[config.mk]
export PLATFORM = sky130hd
export DESIGN_NAME = otc_top
export DESIGN_NICKNAME = d
export VERILOG_FILES = /design/src/design/otc_pkg.sv /design/src/design/otc_prescaler.sv /design/src/design/otc_top.sv
export VERILOG_INCLUDE_DIRS = /design/src /design/src/design
export SDC_FILE = /design/constraint.sdc
export NUM_CORES = 1
export LEC_CHECK = 0
export BUFFER_PORTS_ARGS = -buffer_cell sky130_fd_sc_hd__buf_2
export CORE_UTILIZATION = 49
export CTS_BUF_LIST = sky130_fd_sc_hd__clkbuf_16
export CTS_CLUSTER_SIZE = 28
export DETAILED_ROUTE_END_ITERATION = 10
export PLACE_DENSITY = 0.81
export SYNTH_ARGS = -nofsm -noshare
export SYNTH_HDL_FRONTEND = slang
export SYNTH_SLANG_ARGS = --single-unit
[constraint.sdc]
create_clock -name clk -period 2.9 [get_ports clk]
set_input_delay 0.29 -clock clk [delete_from_list [all_inputs] [get_ports clk]]
set_output_delay 0.29 -clock clk [all_outputs]
set_load 0.005 [all_outputs]
[src/design/otc_params.svh]
// constants of the odd timer control block: offsets, bit positions, ratios
// assumes nothing; definitions only
`ifndef OTC_PARAMS_SVH
`define OTC_PARAMS_SVH

// ==========================================================
// register byte offsets
`define OTC_OFS_CTRL 4'h0
`define OTC_OFS_COUNT 4'h4
`define OTC_OFS_STATUS 4'h8

// ==========================================================
// control register bit positions
`define OTC_BIT_RUN 15
`define OTC_BIT_IDLE 13
`define OTC_BIT_GATE 6
`define OTC_BIT_PSHI 5
`define OTC_BIT_PSLO 4
`define OTC_BIT_CS 1
`define OTC_CTRL_MASK 16'ha072
`define OTC_CTRL_RESET 16'h0000
`define OTC_COUNT_RESET 16'h0000

// ==========================================================
// prescale ratios minus one
`define OTC_DIV1_M1 8'h00
`define OTC_DIV8_M1 8'h07
`define OTC_DIV64_M1 8'h3f
`define OTC_DIV256_M1 8'hff

// ==========================================================
// bus answers
`define OTC_RESP_OKAY 2'h0
`define OTC_RESP_SLVERR 2'h2

`endif

[src/design/otc_pkg.sv]
// state types of the odd timer control block
// assumes otc_params.svh is included where constants are needed
package otc_pkg;

  // ==========================================================
  // prescaler state
  typedef struct packed {
    logic [7:0] cnt;
    logic tick;
  } otc_presc_s;

  // ==========================================================
  // top state: bus slave, control, count and pin synchronisers
  typedef struct packed {
    logic aw_rdy;
    logic aw_have;
    logic [3:0] aw_addr;
    logic w_rdy;
    logic w_have;
    logic [31:0] w_data;
    logic [3:0] w_strb;
    logic bvalid;
    logic [1:0] bresp;
    logic ar_rdy;
    logic rvalid;
    logic [31:0] rdata;
    logic [1:0] rresp;
    logic [15:0] ctrl;
    logic [15:0] count;
    logic [2:0] ext_sync;
    logic [1:0] gate_sync;
    logic active;
    logic wide;
  } otc_top_s;

endpackage

[src/design/otc_prescaler.sv]
// four-step input prescaler: passes one tick in 1, 8, 64 or 256
// assumes tick_in is sampled on clk and counts once per high cycle, so it may be held high; clear restarts the division
`timescale 1ns/1ns
`include "otc_params.svh"

module otc_prescaler (
  input wire logic clk,
  input wire logic rst,
  input wire logic tick_in,
  input wire logic clear,
  input wire logic [1:0] sel,
  output logic tick_out
);

  otc_pkg::otc_presc_s s_r;
  otc_pkg::otc_presc_s s_nxt;
  logic [7:0] limit;

  // ==========================================================
  // division
  always_comb begin
    case (sel)
      2'h0: limit = `OTC_DIV1_M1;
      2'h1: limit = `OTC_DIV8_M1;
      2'h2: limit = `OTC_DIV64_M1;
      2'h3: limit = `OTC_DIV256_M1;
      default: limit = `OTC_DIV1_M1;
    endcase
    s_nxt = s_r;
    s_nxt.tick = 1'b0;
    if (clear) begin
      s_nxt.cnt = 8'h00;
    end else if (tick_in) begin
      if (s_r.cnt >= limit) begin
        s_nxt.cnt = 8'h00;
        s_nxt.tick = 1'b1;
      end else begin
        s_nxt.cnt = s_r.cnt + 8'h01;
      end
    end
  end

  always_ff @(posedge clk or posedge rst) begin
    if (rst) begin
      s_r <= '0;
    end else begin
      s_r <= s_nxt;
    end
  end

  assign tick_out = s_r.tick;

endmodule

[src/design/otc_top.sv]
// odd timer control: control register, prescaler, clock choice and 16-bit count
// assumes AXI4-Lite master on clk; pins are asynchronous; idle_mode is on clk
//
// The implementer's own choices: the AXI4-Lite register port and the placing of the registers.
`timescale 1ns/1ns
`include "otc_params.svh"

module otc_top (
  input wire logic clk,
  input wire logic rst,
  input wire logic [31:0] s_axi_awaddr,
  input wire logic s_axi_awvalid,
  output logic s_axi_awready,
  input wire logic [31:0] s_axi_wdata,
  input wire logic [3:0] s_axi_wstrb,
  input wire logic s_axi_wvalid,
  output logic s_axi_wready,
  output logic [1:0] s_axi_bresp,
  output logic s_axi_bvalid,
  input wire logic s_axi_bready,
  input wire logic [31:0] s_axi_araddr,
  input wire logic s_axi_arvalid,
  output logic s_axi_arready,
  output logic [31:0] s_axi_rdata,
  output logic [1:0] s_axi_rresp,
  output logic s_axi_rvalid,
  input wire logic s_axi_rready,
  input wire logic idle_mode,
  input wire logic ext_count_pin,
  input wire logic gate_pin,
  input wire logic pair_wide_enable,
  input wire logic partner_run_on,
  input wire logic partner_gate_accumulate,
  input wire logic [1:0] partner_prescale_select,
  input wire logic partner_clock_source_select,
  output logic [15:0] timer_count,
  output logic timer_active
);

  otc_pkg::otc_top_s s_r;
  otc_pkg::otc_top_s s_nxt;
  logic presc_tick;
  logic presc_in;
  logic presc_clear;
  logic eff_run;
  logic eff_gate;
  logic [1:0] eff_ps;
  logic eff_cs;
  logic halted;
  logic ext_rise;
  logic src_tick;
  logic [15:0] ctrl_wr;

  // ==========================================================
  // effective controls
  always_comb begin
    // in wide mode the even partner owns these controls
    if (s_r.wide) begin
      eff_run = partner_run_on;
      eff_gate = partner_gate_accumulate;
      eff_ps = partner_prescale_select;
      eff_cs = partner_clock_source_select;
    end else begin
      eff_run = s_r.ctrl[`OTC_BIT_RUN];
      eff_gate = s_r.ctrl[`OTC_BIT_GATE];
      eff_ps = s_r.ctrl[`OTC_BIT_PSHI:`OTC_BIT_PSLO];
      eff_cs = s_r.ctrl[`OTC_BIT_CS];
    end
    // halt_in_idle stays ours even in wide mode
    halted = idle_mode & s_r.ctrl[`OTC_BIT_IDLE];
    ext_rise = s_r.ext_sync[1] & ~s_r.ext_sync[2];
    // the gate input only matters with the internal clock chosen
    if (eff_cs) begin
      src_tick = ext_rise;
    end else if (eff_gate) begin
      src_tick = s_r.gate_sync[1];
    end else begin
      src_tick = 1'b1;
    end
    presc_in = eff_run & ~halted & src_tick;
    // stopping restarts the division so a new run starts clean
    presc_clear = ~eff_run;
  end

  // ==========================================================
  // write data filtered to the implemented control bits
  // masking at the write keeps unimplemented positions zero in the flops too
  assign ctrl_wr = s_r.w_data[15:0] & `OTC_CTRL_MASK;

  otc_prescaler otc_prescaler_inst (
    .clk(clk),
    .rst(rst),
    .tick_in(presc_in),
    .clear(presc_clear),
    .sel(eff_ps),
    .tick_out(presc_tick)
  );

  // ==========================================================
  // next state
  always_comb begin
    s_nxt = s_r;
    // two flops before any logic reads a pin
    s_nxt.ext_sync = {s_r.ext_sync[1:0], ext_count_pin};
    s_nxt.gate_sync = {s_r.gate_sync[0], gate_pin};
    // partner mode is on clk already; one register keeps it off the bus path
    s_nxt.wide = pair_wide_enable;
    s_nxt.active = eff_run & ~halted;

    // count advances once per prescaled tick; a software write wins
    if (presc_tick) begin
      s_nxt.count = s_r.count + 16'h0001;
    end

    // write address and data are taken in either order
    if (s_axi_awvalid && s_r.aw_rdy) begin
      s_nxt.aw_have = 1'b1;
      s_nxt.aw_addr = s_axi_awaddr[3:0];
    end
    if (s_axi_wvalid && s_r.w_rdy) begin
      s_nxt.w_have = 1'b1;
      s_nxt.w_data = s_axi_wdata;
      s_nxt.w_strb = s_axi_wstrb;
    end
    if (s_r.bvalid && s_axi_bready) begin
      s_nxt.bvalid = 1'b0;
    end
    if (s_r.aw_have && s_r.w_have && !s_r.bvalid) begin
      s_nxt.aw_have = 1'b0;
      s_nxt.w_have = 1'b0;
      s_nxt.bvalid = 1'b1;
      s_nxt.bresp = `OTC_RESP_OKAY;
      case (s_r.aw_addr)
        `OTC_OFS_CTRL: begin
          // only implemented bits are stored
          if (s_r.w_strb[0]) begin
            s_nxt.ctrl[7:0] = ctrl_wr[7:0];
          end
          if (s_r.w_strb[1]) begin
            s_nxt.ctrl[15:8] = ctrl_wr[15:8];
          end
        end
        `OTC_OFS_COUNT: begin
          if (s_r.w_strb[0]) begin
            s_nxt.count[7:0] = s_r.w_data[7:0];
          end
          if (s_r.w_strb[1]) begin
            s_nxt.count[15:8] = s_r.w_data[15:8];
          end
        end
        `OTC_OFS_STATUS: begin
          // status is read-only: the write is answered and dropped
          s_nxt.bresp = `OTC_RESP_OKAY;
        end
        default: begin
          s_nxt.bresp = `OTC_RESP_SLVERR;
        end
      endcase
    end
    // readies stay low from a take until the write answer is accepted
    s_nxt.aw_rdy = ~s_nxt.aw_have & ~s_nxt.bvalid;
    s_nxt.w_rdy = ~s_nxt.w_have & ~s_nxt.bvalid;

    // read channel
    // data are captured at the address handshake and held until taken
    if (s_r.rvalid && s_axi_rready) begin
      s_nxt.rvalid = 1'b0;
    end
    if (s_axi_arvalid && s_r.ar_rdy) begin
      s_nxt.rvalid = 1'b1;
      s_nxt.rresp = `OTC_RESP_OKAY;
      case (s_axi_araddr[3:0])
        `OTC_OFS_CTRL: begin
          s_nxt.rdata = {16'h0000, s_r.ctrl & `OTC_CTRL_MASK};
        end
        `OTC_OFS_COUNT: begin
          s_nxt.rdata = {16'h0000, s_r.count};
        end
        `OTC_OFS_STATUS: begin
          s_nxt.rdata = {30'h0, s_r.wide, s_r.active};
        end
        default: begin
          s_nxt.rdata = 32'h00000000;
          s_nxt.rresp = `OTC_RESP_SLVERR;
        end
      endcase
    end
    s_nxt.ar_rdy = ~s_nxt.rvalid;
  end

  // ==========================================================
  // state register
  always_ff @(posedge clk or posedge rst) begin
    if (rst) begin
      s_r <= '0;
    end else begin
      s_r <= s_nxt;
    end
  end

  assign s_axi_awready = s_r.aw_rdy;
  assign s_axi_wready = s_r.w_rdy;
  assign s_axi_bvalid = s_r.bvalid;
  assign s_axi_bresp = s_r.bresp;
  assign s_axi_arready = s_r.ar_rdy;
  assign s_axi_rvalid = s_r.rvalid;
  assign s_axi_rdata = s_r.rdata;
  assign s_axi_rresp = s_r.rresp;
  assign timer_count = s_r.count;
  assign timer_active = s_r.active;

endmodule

# --- Word-level counts from Yosys, hierarchy flattened ---
# Index checks and enable logic that the tools add are counted.
# W data, S select, Z words.
op_classes:
  addsub: 2
  mul: 0
  n_div: 0
  n_lt_le_gt_ge: 1
  n_eq_ne: 8
  shift: 0
  mux: 28
  bitwise: 12
  reduce_logical: 15
ops:
  columns: ["cell", "count"]
  rows:
  - ["$mux W16", 3]
  - ["$pmux W16 S3", 1]
  - ["$mux W37", 1]
  - ["$mux W35", 1]
  - ["$mux W8", 4]
  - ["$pmux W8 S4", 1]
  - ["$add A16 B1 Y16 const B", 1]
  - ["$mux W1", 11]
  - ["$mux W9", 1]
  - ["$add A8 B1 Y8 const B", 1]
  - ["$eq A4 B3 Y1 const B", 2]
  - ["$eq A4 B4 Y1 const B", 2]
  - ["$ge A8 B8 Y1", 1]
  - ["$logic_not A4 Y1", 2]
  - ["$logic_and A1 B1 Y1", 7]
  - ["$and A1 B1 Y1", 6]
  - ["$mux W2", 3]
  - ["$not A1 Y1", 6]
  - ["$reduce_and A3 Y1", 2]
  - ["$reduce_or A3 Y1", 2]
  - ["$mux W5", 1]
  - ["$eq A2 B2 Y1 const B", 2]
  - ["$mux W3", 1]
  - ["$eq A2 B1 Y1 const B", 1]
  - ["3 further kinds", 3]
totals:
  ff_bits: 121
  latch_bits: 0
  mem_bits_rw: 0
  mem_bits_ro: 0
  in_bits: 116
  output_inout_bits: 58
  wordCells: 88
  n_memories: 0

# --- Logic depth before layout (Yosys ltp) ---
logic_depth:
  word_depth: 7
  depth_mapped: 9

# --- Hierarchy ---
# A second synthesis with hierarchy kept.
hier_totals:
  cells_unflattened: 399
  area_unflattened_um2: 4371.7
modules_own_cells:
  columns: ["mod", "instances", "cells_each", "area_each_um2", "seq_area_each_um2"]
  rows:
  - ["otc_top", 1, 320, 3618.5, 1901.8]
  - ["otc_prescaler", 1, 79, 753.2, 225.2]

# --- Least setup slack after synthesis ---
# No wires, ideal clock.
synth_path:
  kind: "flip-flop to flip-flop"
  from: "register s_r[0] in the netlist's numbering"
  to: "register otc_prescaler_inst.s_r[4] in the netlist's numbering"
  setup_ns: 0.090
  arrival_ns: 2.236
  slack_ns: 0.574
  stages_incl_launch_ff: 10
  path_cell_list: "dfrtp_1 -> buf_6 -> mux2i_1 -> or2_2 -> ha_1 -> a21o_1 -> a221o_1 -> nor3_4 -> nand2_2 -> o221ai_1"
synth_between:
  elab_chain_cells: 7
synth_lines:
  columns: ["item", "line", "source"]
  rows:
  - ["start: declaration", "otc_top.sv:40", "otc_pkg::otc_top_s s_r;"]
  - ["start signal: assignment", "otc_top.sv:197", "s_r <= s_nxt;"]
  - ["$mux W2", "otc_top.sv:58", "if (s_r.wide) begin"]
  - ["$eq A2 B2 Y1 (tied with other cells)", "otc_prescaler.sv:22", "case (sel)"]
  - ["$pmux W8 S4", "otc_prescaler.sv:22", null]
  - ["$ge A8 B8 Y1", "otc_prescaler.sv:34", "if (s_r.cnt >= limit) begin"]
  - ["$mux W8", "otc_prescaler.sv:34", null]
  - ["$mux W9", "otc_prescaler.sv:33", "end else if (tick_in) begin"]
  - ["$mux W8", "otc_prescaler.sv:31", "if (clear) begin"]
  - ["end signal: assignment", "otc_prescaler.sv:47", "s_r <= s_nxt;"]
  - ["end: declaration", "otc_prescaler.sv:15", "otc_pkg::otc_presc_s s_r;"]
# Parallel ways exist; a longest one is shown, timed or not. The select of a mux whose other input is x is not followed.
# A chain may end at the register's enable or synchronous reset.

# --- Final worst setup path ---
layout_path:
  from: "register s_r[0] in the netlist's numbering"
  to: "register otc_prescaler_inst.s_r[1] in the netlist's numbering"
# The elaborated chain is that of the path after synthesis.

==> results.rst <==
.. list-table::
   :header-rows: 1

   * - Metric
     - Value
   * - Outcome
     - complete, no violations
   * - Maximum number of pins on one net before global-route repair
     - 45
   * - CP Capture Type
     - flop
   * - Required time at the endpoint of the critical path
     - roughly 3.1 ns
   * - GRT Total Usage
     - 20.0%
   * - Post-synthesis to final-layout area growth
     - 11.4%
   * - Count of unique library cells instantiated by Yosys
     - 57
   * - Detailed Routing Iterations Pass 1
     - 4
   * - Primary FF master, synth
     - dfrtp_1
   * - Clock root buffer master
     - clkbuf_16
   * - Hold Buf Count CTS
     - 0
   * - Number of nets at the end of the flow
     - 564
   * - Number of diodes
     - 0
   * - Post-route DRC violation count
     - 0
   * - Unrepaired setup endpoints after global routing
     - no
   * - Fraction of power spent switching nets
     - 32.0%
   * - Layout cells sized above 1
     - approximately a third
   * - MaxCap Viol Count
     - 0
   * - Area of the core
     - 0.00834 mm2
   * - Number of gates resized after cts
     - 0
   * - Average wire per cell in the routed design
     - approximately 15 um
   * - Core Rows
     - 33
   * - Type of the most critical hold path
     - in -> async
   * - Yosys reg bits
     - 85
   * - Share of total power in combinational logic
     - 24.0%
   * - Maximum buffer depth of the clock tree
     - 2
   * - Number of instances in the synthesized netlist
     - just under 400
   * - Initial antenna violation count
     - 0
   * - Die ar.
     - a little over 0.009 mm2
   * - Flop-to-flop setup slack
     - approximately 0.31 ns
   * - Via density
     - between 5 and 6
   * - First-pass GRT wire length
     - ~14 mm
   * - Mapped Area
     - roughly 0.0043 mm2
   * - Commonest cells in the netlist
     - 85 x dfrtp_1, 52 x buf_4, 28 x mux2_2, 28 x nand2_1, 27 x nor2_1
   * - Setup-violating endpoint count in the final report
     - 0
   * - Overflow left after global routing
     - 0
   * - Setup TNS
     - 0 ns
   * - Number of synthesized flops with an enable pin
     - 0
   * - Hold violation total from the final report
     - 0
   * - CTS tree
     - done
   * - Initial core utilization
     - 51.6%
   * - Slew at the pin with the worst max-slew slack
     - 0.848 ns
   * - Count of fill cells added during filler insertion
     - 704
   * - Slew HR
     - a little over two fifths
   * - Source-to-sink clock delay at the later pin of the worst-skew pair
     - ~0.33 ns
   * - Number of H-tree branching levels
     - 3
   * - Routability Congestion
     - 0.841
   * - Clk slew on worst S/H paths
     - ~0.060 ns
   * - Pre-CTS setup slack
     - around 0.37 ns
   * - CP Class
     - reg -> reg
   * - Final critical path time including I/O delays and setup
     - 2.59 ns
   * - Sequential Power Share
     - approximately 48%
   * - DP HPWL
     - 6.42 mm
   * - Number of I/O pins
     - 174
   * - Sort of element at the start of the critical path
     - flop
   * - Portion of synthesized cell area occupied by the leading cell type
     - approximately 50%
   * - Number of buffers created by CTS
     - 9
   * - Synth area leaders
     - dfrtp_1 49%, buf_4 9.1%, mux2_2 7.3%
   * - Drt initial violations
     - 170
   * - Sequential element share of the synthesized area
     - approximately half
   * - VDD IR max
     - around 0.55 mV
   * - Async set-reset flop share out of synthesis
     - between 90% and 100%
   * - Routed Antenna Nets
     - 0
   * - Die boundary height
     - between 90 and 100 um
   * - CP max FO
     - 6
   * - Synthesized area per cell
     - ~11 um2
   * - Largest area contributor in the netlist
     - dfrtp_1
   * - WL final
     - between 8 and 9 mm
   * - Slack of the critical path
     - a little over 0.3 ns
   * - DR vias
     - between 2k and 3k
   * - Final period util
     - 89.2%
   * - Cell internal power dissipation
     - ~2700 uW
   * - Part of the total power dissipated in the clock network
     - between 20% and 30%
   * - Die X-Extent
     - about 96 um
   * - Number of port buffers
     - 81
   * - Ys Warns
     - 0
   * - Number of slew-limit violations in the final report
     - 0
   * - Number of global-route vias before repair
     - approximately 2.8k
   * - Number of buffers added for setup after CTS
     - 0
   * - Dominant cell by count in the synthesized netlist
     - dfrtp_1
   * - Signal arrival time at the worst endpoint
     - around 2.8 ns
   * - Pwr/cell area
     - between 800 and 900 mW/mm2
   * - Total net switching power
     - between 1000 and 1500 uW
   * - Cell leakage power
     - 0.00233 uW
   * - Top achievable clock speed
     - approximately 390 MHz
   * - Final clock skew
     - 0.00459 ns
   * - Clock sinks
     - 85
==> cells in the final DEF, fill, tap and decap left out, drive strengths merged, types with 2 or more instances in the layout <==
master	count
a221o	2
a21o	2
mux2i	10
o221ai	4
nor3	7
buf	85
nand2b	2
o22ai	3
mux2	29
o211ai	3
a211oi	3
o21ai	14
nand3	14
xnor2	8
clkbuf	9
and2b	2
nor4	4
and2	3
and3	3
nand2	29
clkinv	5
nand3b	2
a22o	11
conb	18
nand4	2
inv	14
nor2	28
a21oi	18
dfrtp	85
ha	8
xor2	8
==> cells by family after synthesis <==
| kind of cell | after synthesis | synth area share (%) |
|---|---|---|
| buf+inv | 75 | 11.3 |
| other cells | 1 | 0.0872 |
| fa+ha+maj | 8 | 2.33 |
| simple gates | 101 | 13.0 |
| flops | 85 | 49.5 |
| xor+xnor | 16 | 3.26 |
| mux | 39 | 10.1 |
| compound gates | 63 | 10.4 |
==> state kept, by name, indices dropped and copies added (netlist names) <==
| name | cells |
|---|---|
| s_r | 27 |
| s_axi_rdata | 16 |
| timer_count | 16 |
| otc_prescaler_inst.s_r | 8 |
| ctrl_wr | 6 |
| s_nxt | 3 |
| otc_prescaler_inst.tick_out | 1 |
| s_axi_arready | 1 |
| s_axi_awready | 1 |
| s_axi_bresp | 1 |
| s_axi_bvalid | 1 |
| s_axi_rresp | 1 |
| s_axi_rvalid | 1 |
| s_axi_wready | 1 |
| timer_active | 1 |
==> final timing paths <==
path                          start                   endpoint  cells past startpoint
min in group clk           gate_pin                   s_nxt[3]                      1
max                          s_r[0]  otc_prescaler_inst.s_r[1]                      8
max in group asynchronous       rst             s_axi_rdata[3]                      3
min                             rst                     s_r[0]                      2
min reg2reg                s_nxt[5]                   s_nxt[6]                      0
max reg2reg                  s_r[0]  otc_prescaler_inst.s_r[1]                      8
==> final cells by class <==
type,count,area (um2),share of cell area [%]
multi-input cells,245,1750,36.5
flip-flops and latches,85,2130,44.4
clock buffers,9,225,4.70
clock inverters,7,67.6,1.41
inverters,14,53.8,1.12
repair buffers,85,435,9.09
well taps,105,131,2.74
==> power by group through the flow <==
stage	combinational (uW)	sequential, uW	clock (uW)
global placement	912	1930	0
floorplan	850	1840	0
finish	965	1940	1120
CTS	972	1930	1130
global route	1080	1990	1180
detailed placement	963	1950	0
==> worst max-delay path, cell delays in order, from the launching register on <==
cell and delay, ns:
dfrtp_1 0.43, mux2i_1 0.21, or2_2 0.35, ha_1 0.29, and3_1 0.20, a221o_1 0.39
nor3_4 0.29, nand2_2 0.15, o22ai_1 0.19
==> per-stage QoR <==
| step | area, um2 | total power, uW | util [%] | hold slack, ns | std cells |
|---|---|---|---|---|---|
| global placement | 4500 | 2850 | 53.9 | 0.336 | 534 |
| floorplan | 4360 | 2690 | - | 0.321 | 405 |
| CTS | 4790 | 4040 | 57.4 | 0.0540 | 550 |
| global route | 4790 | 4260 | 57.4 | 0.0602 | 550 |
| detailed placement | 4500 | 2910 | 53.9 | 0.338 | 534 |
| finish | 4790 | 4020 | 57.4 | 0.0464 | 550 |
==> routing by layer <==
metal | routed length (um) | vias up | global-route usage, %
met3 | 631 | 19 | 5.02
met5 | 0 | - | 0
met2 | 3910 | 122 | 31.1
li1 | - | 1387 | -
met1 | 3670 | 1456 | 25.8
met4 | 267 | 0 | 10.6
Note: power is estimated with default switching activity, not from simulation.
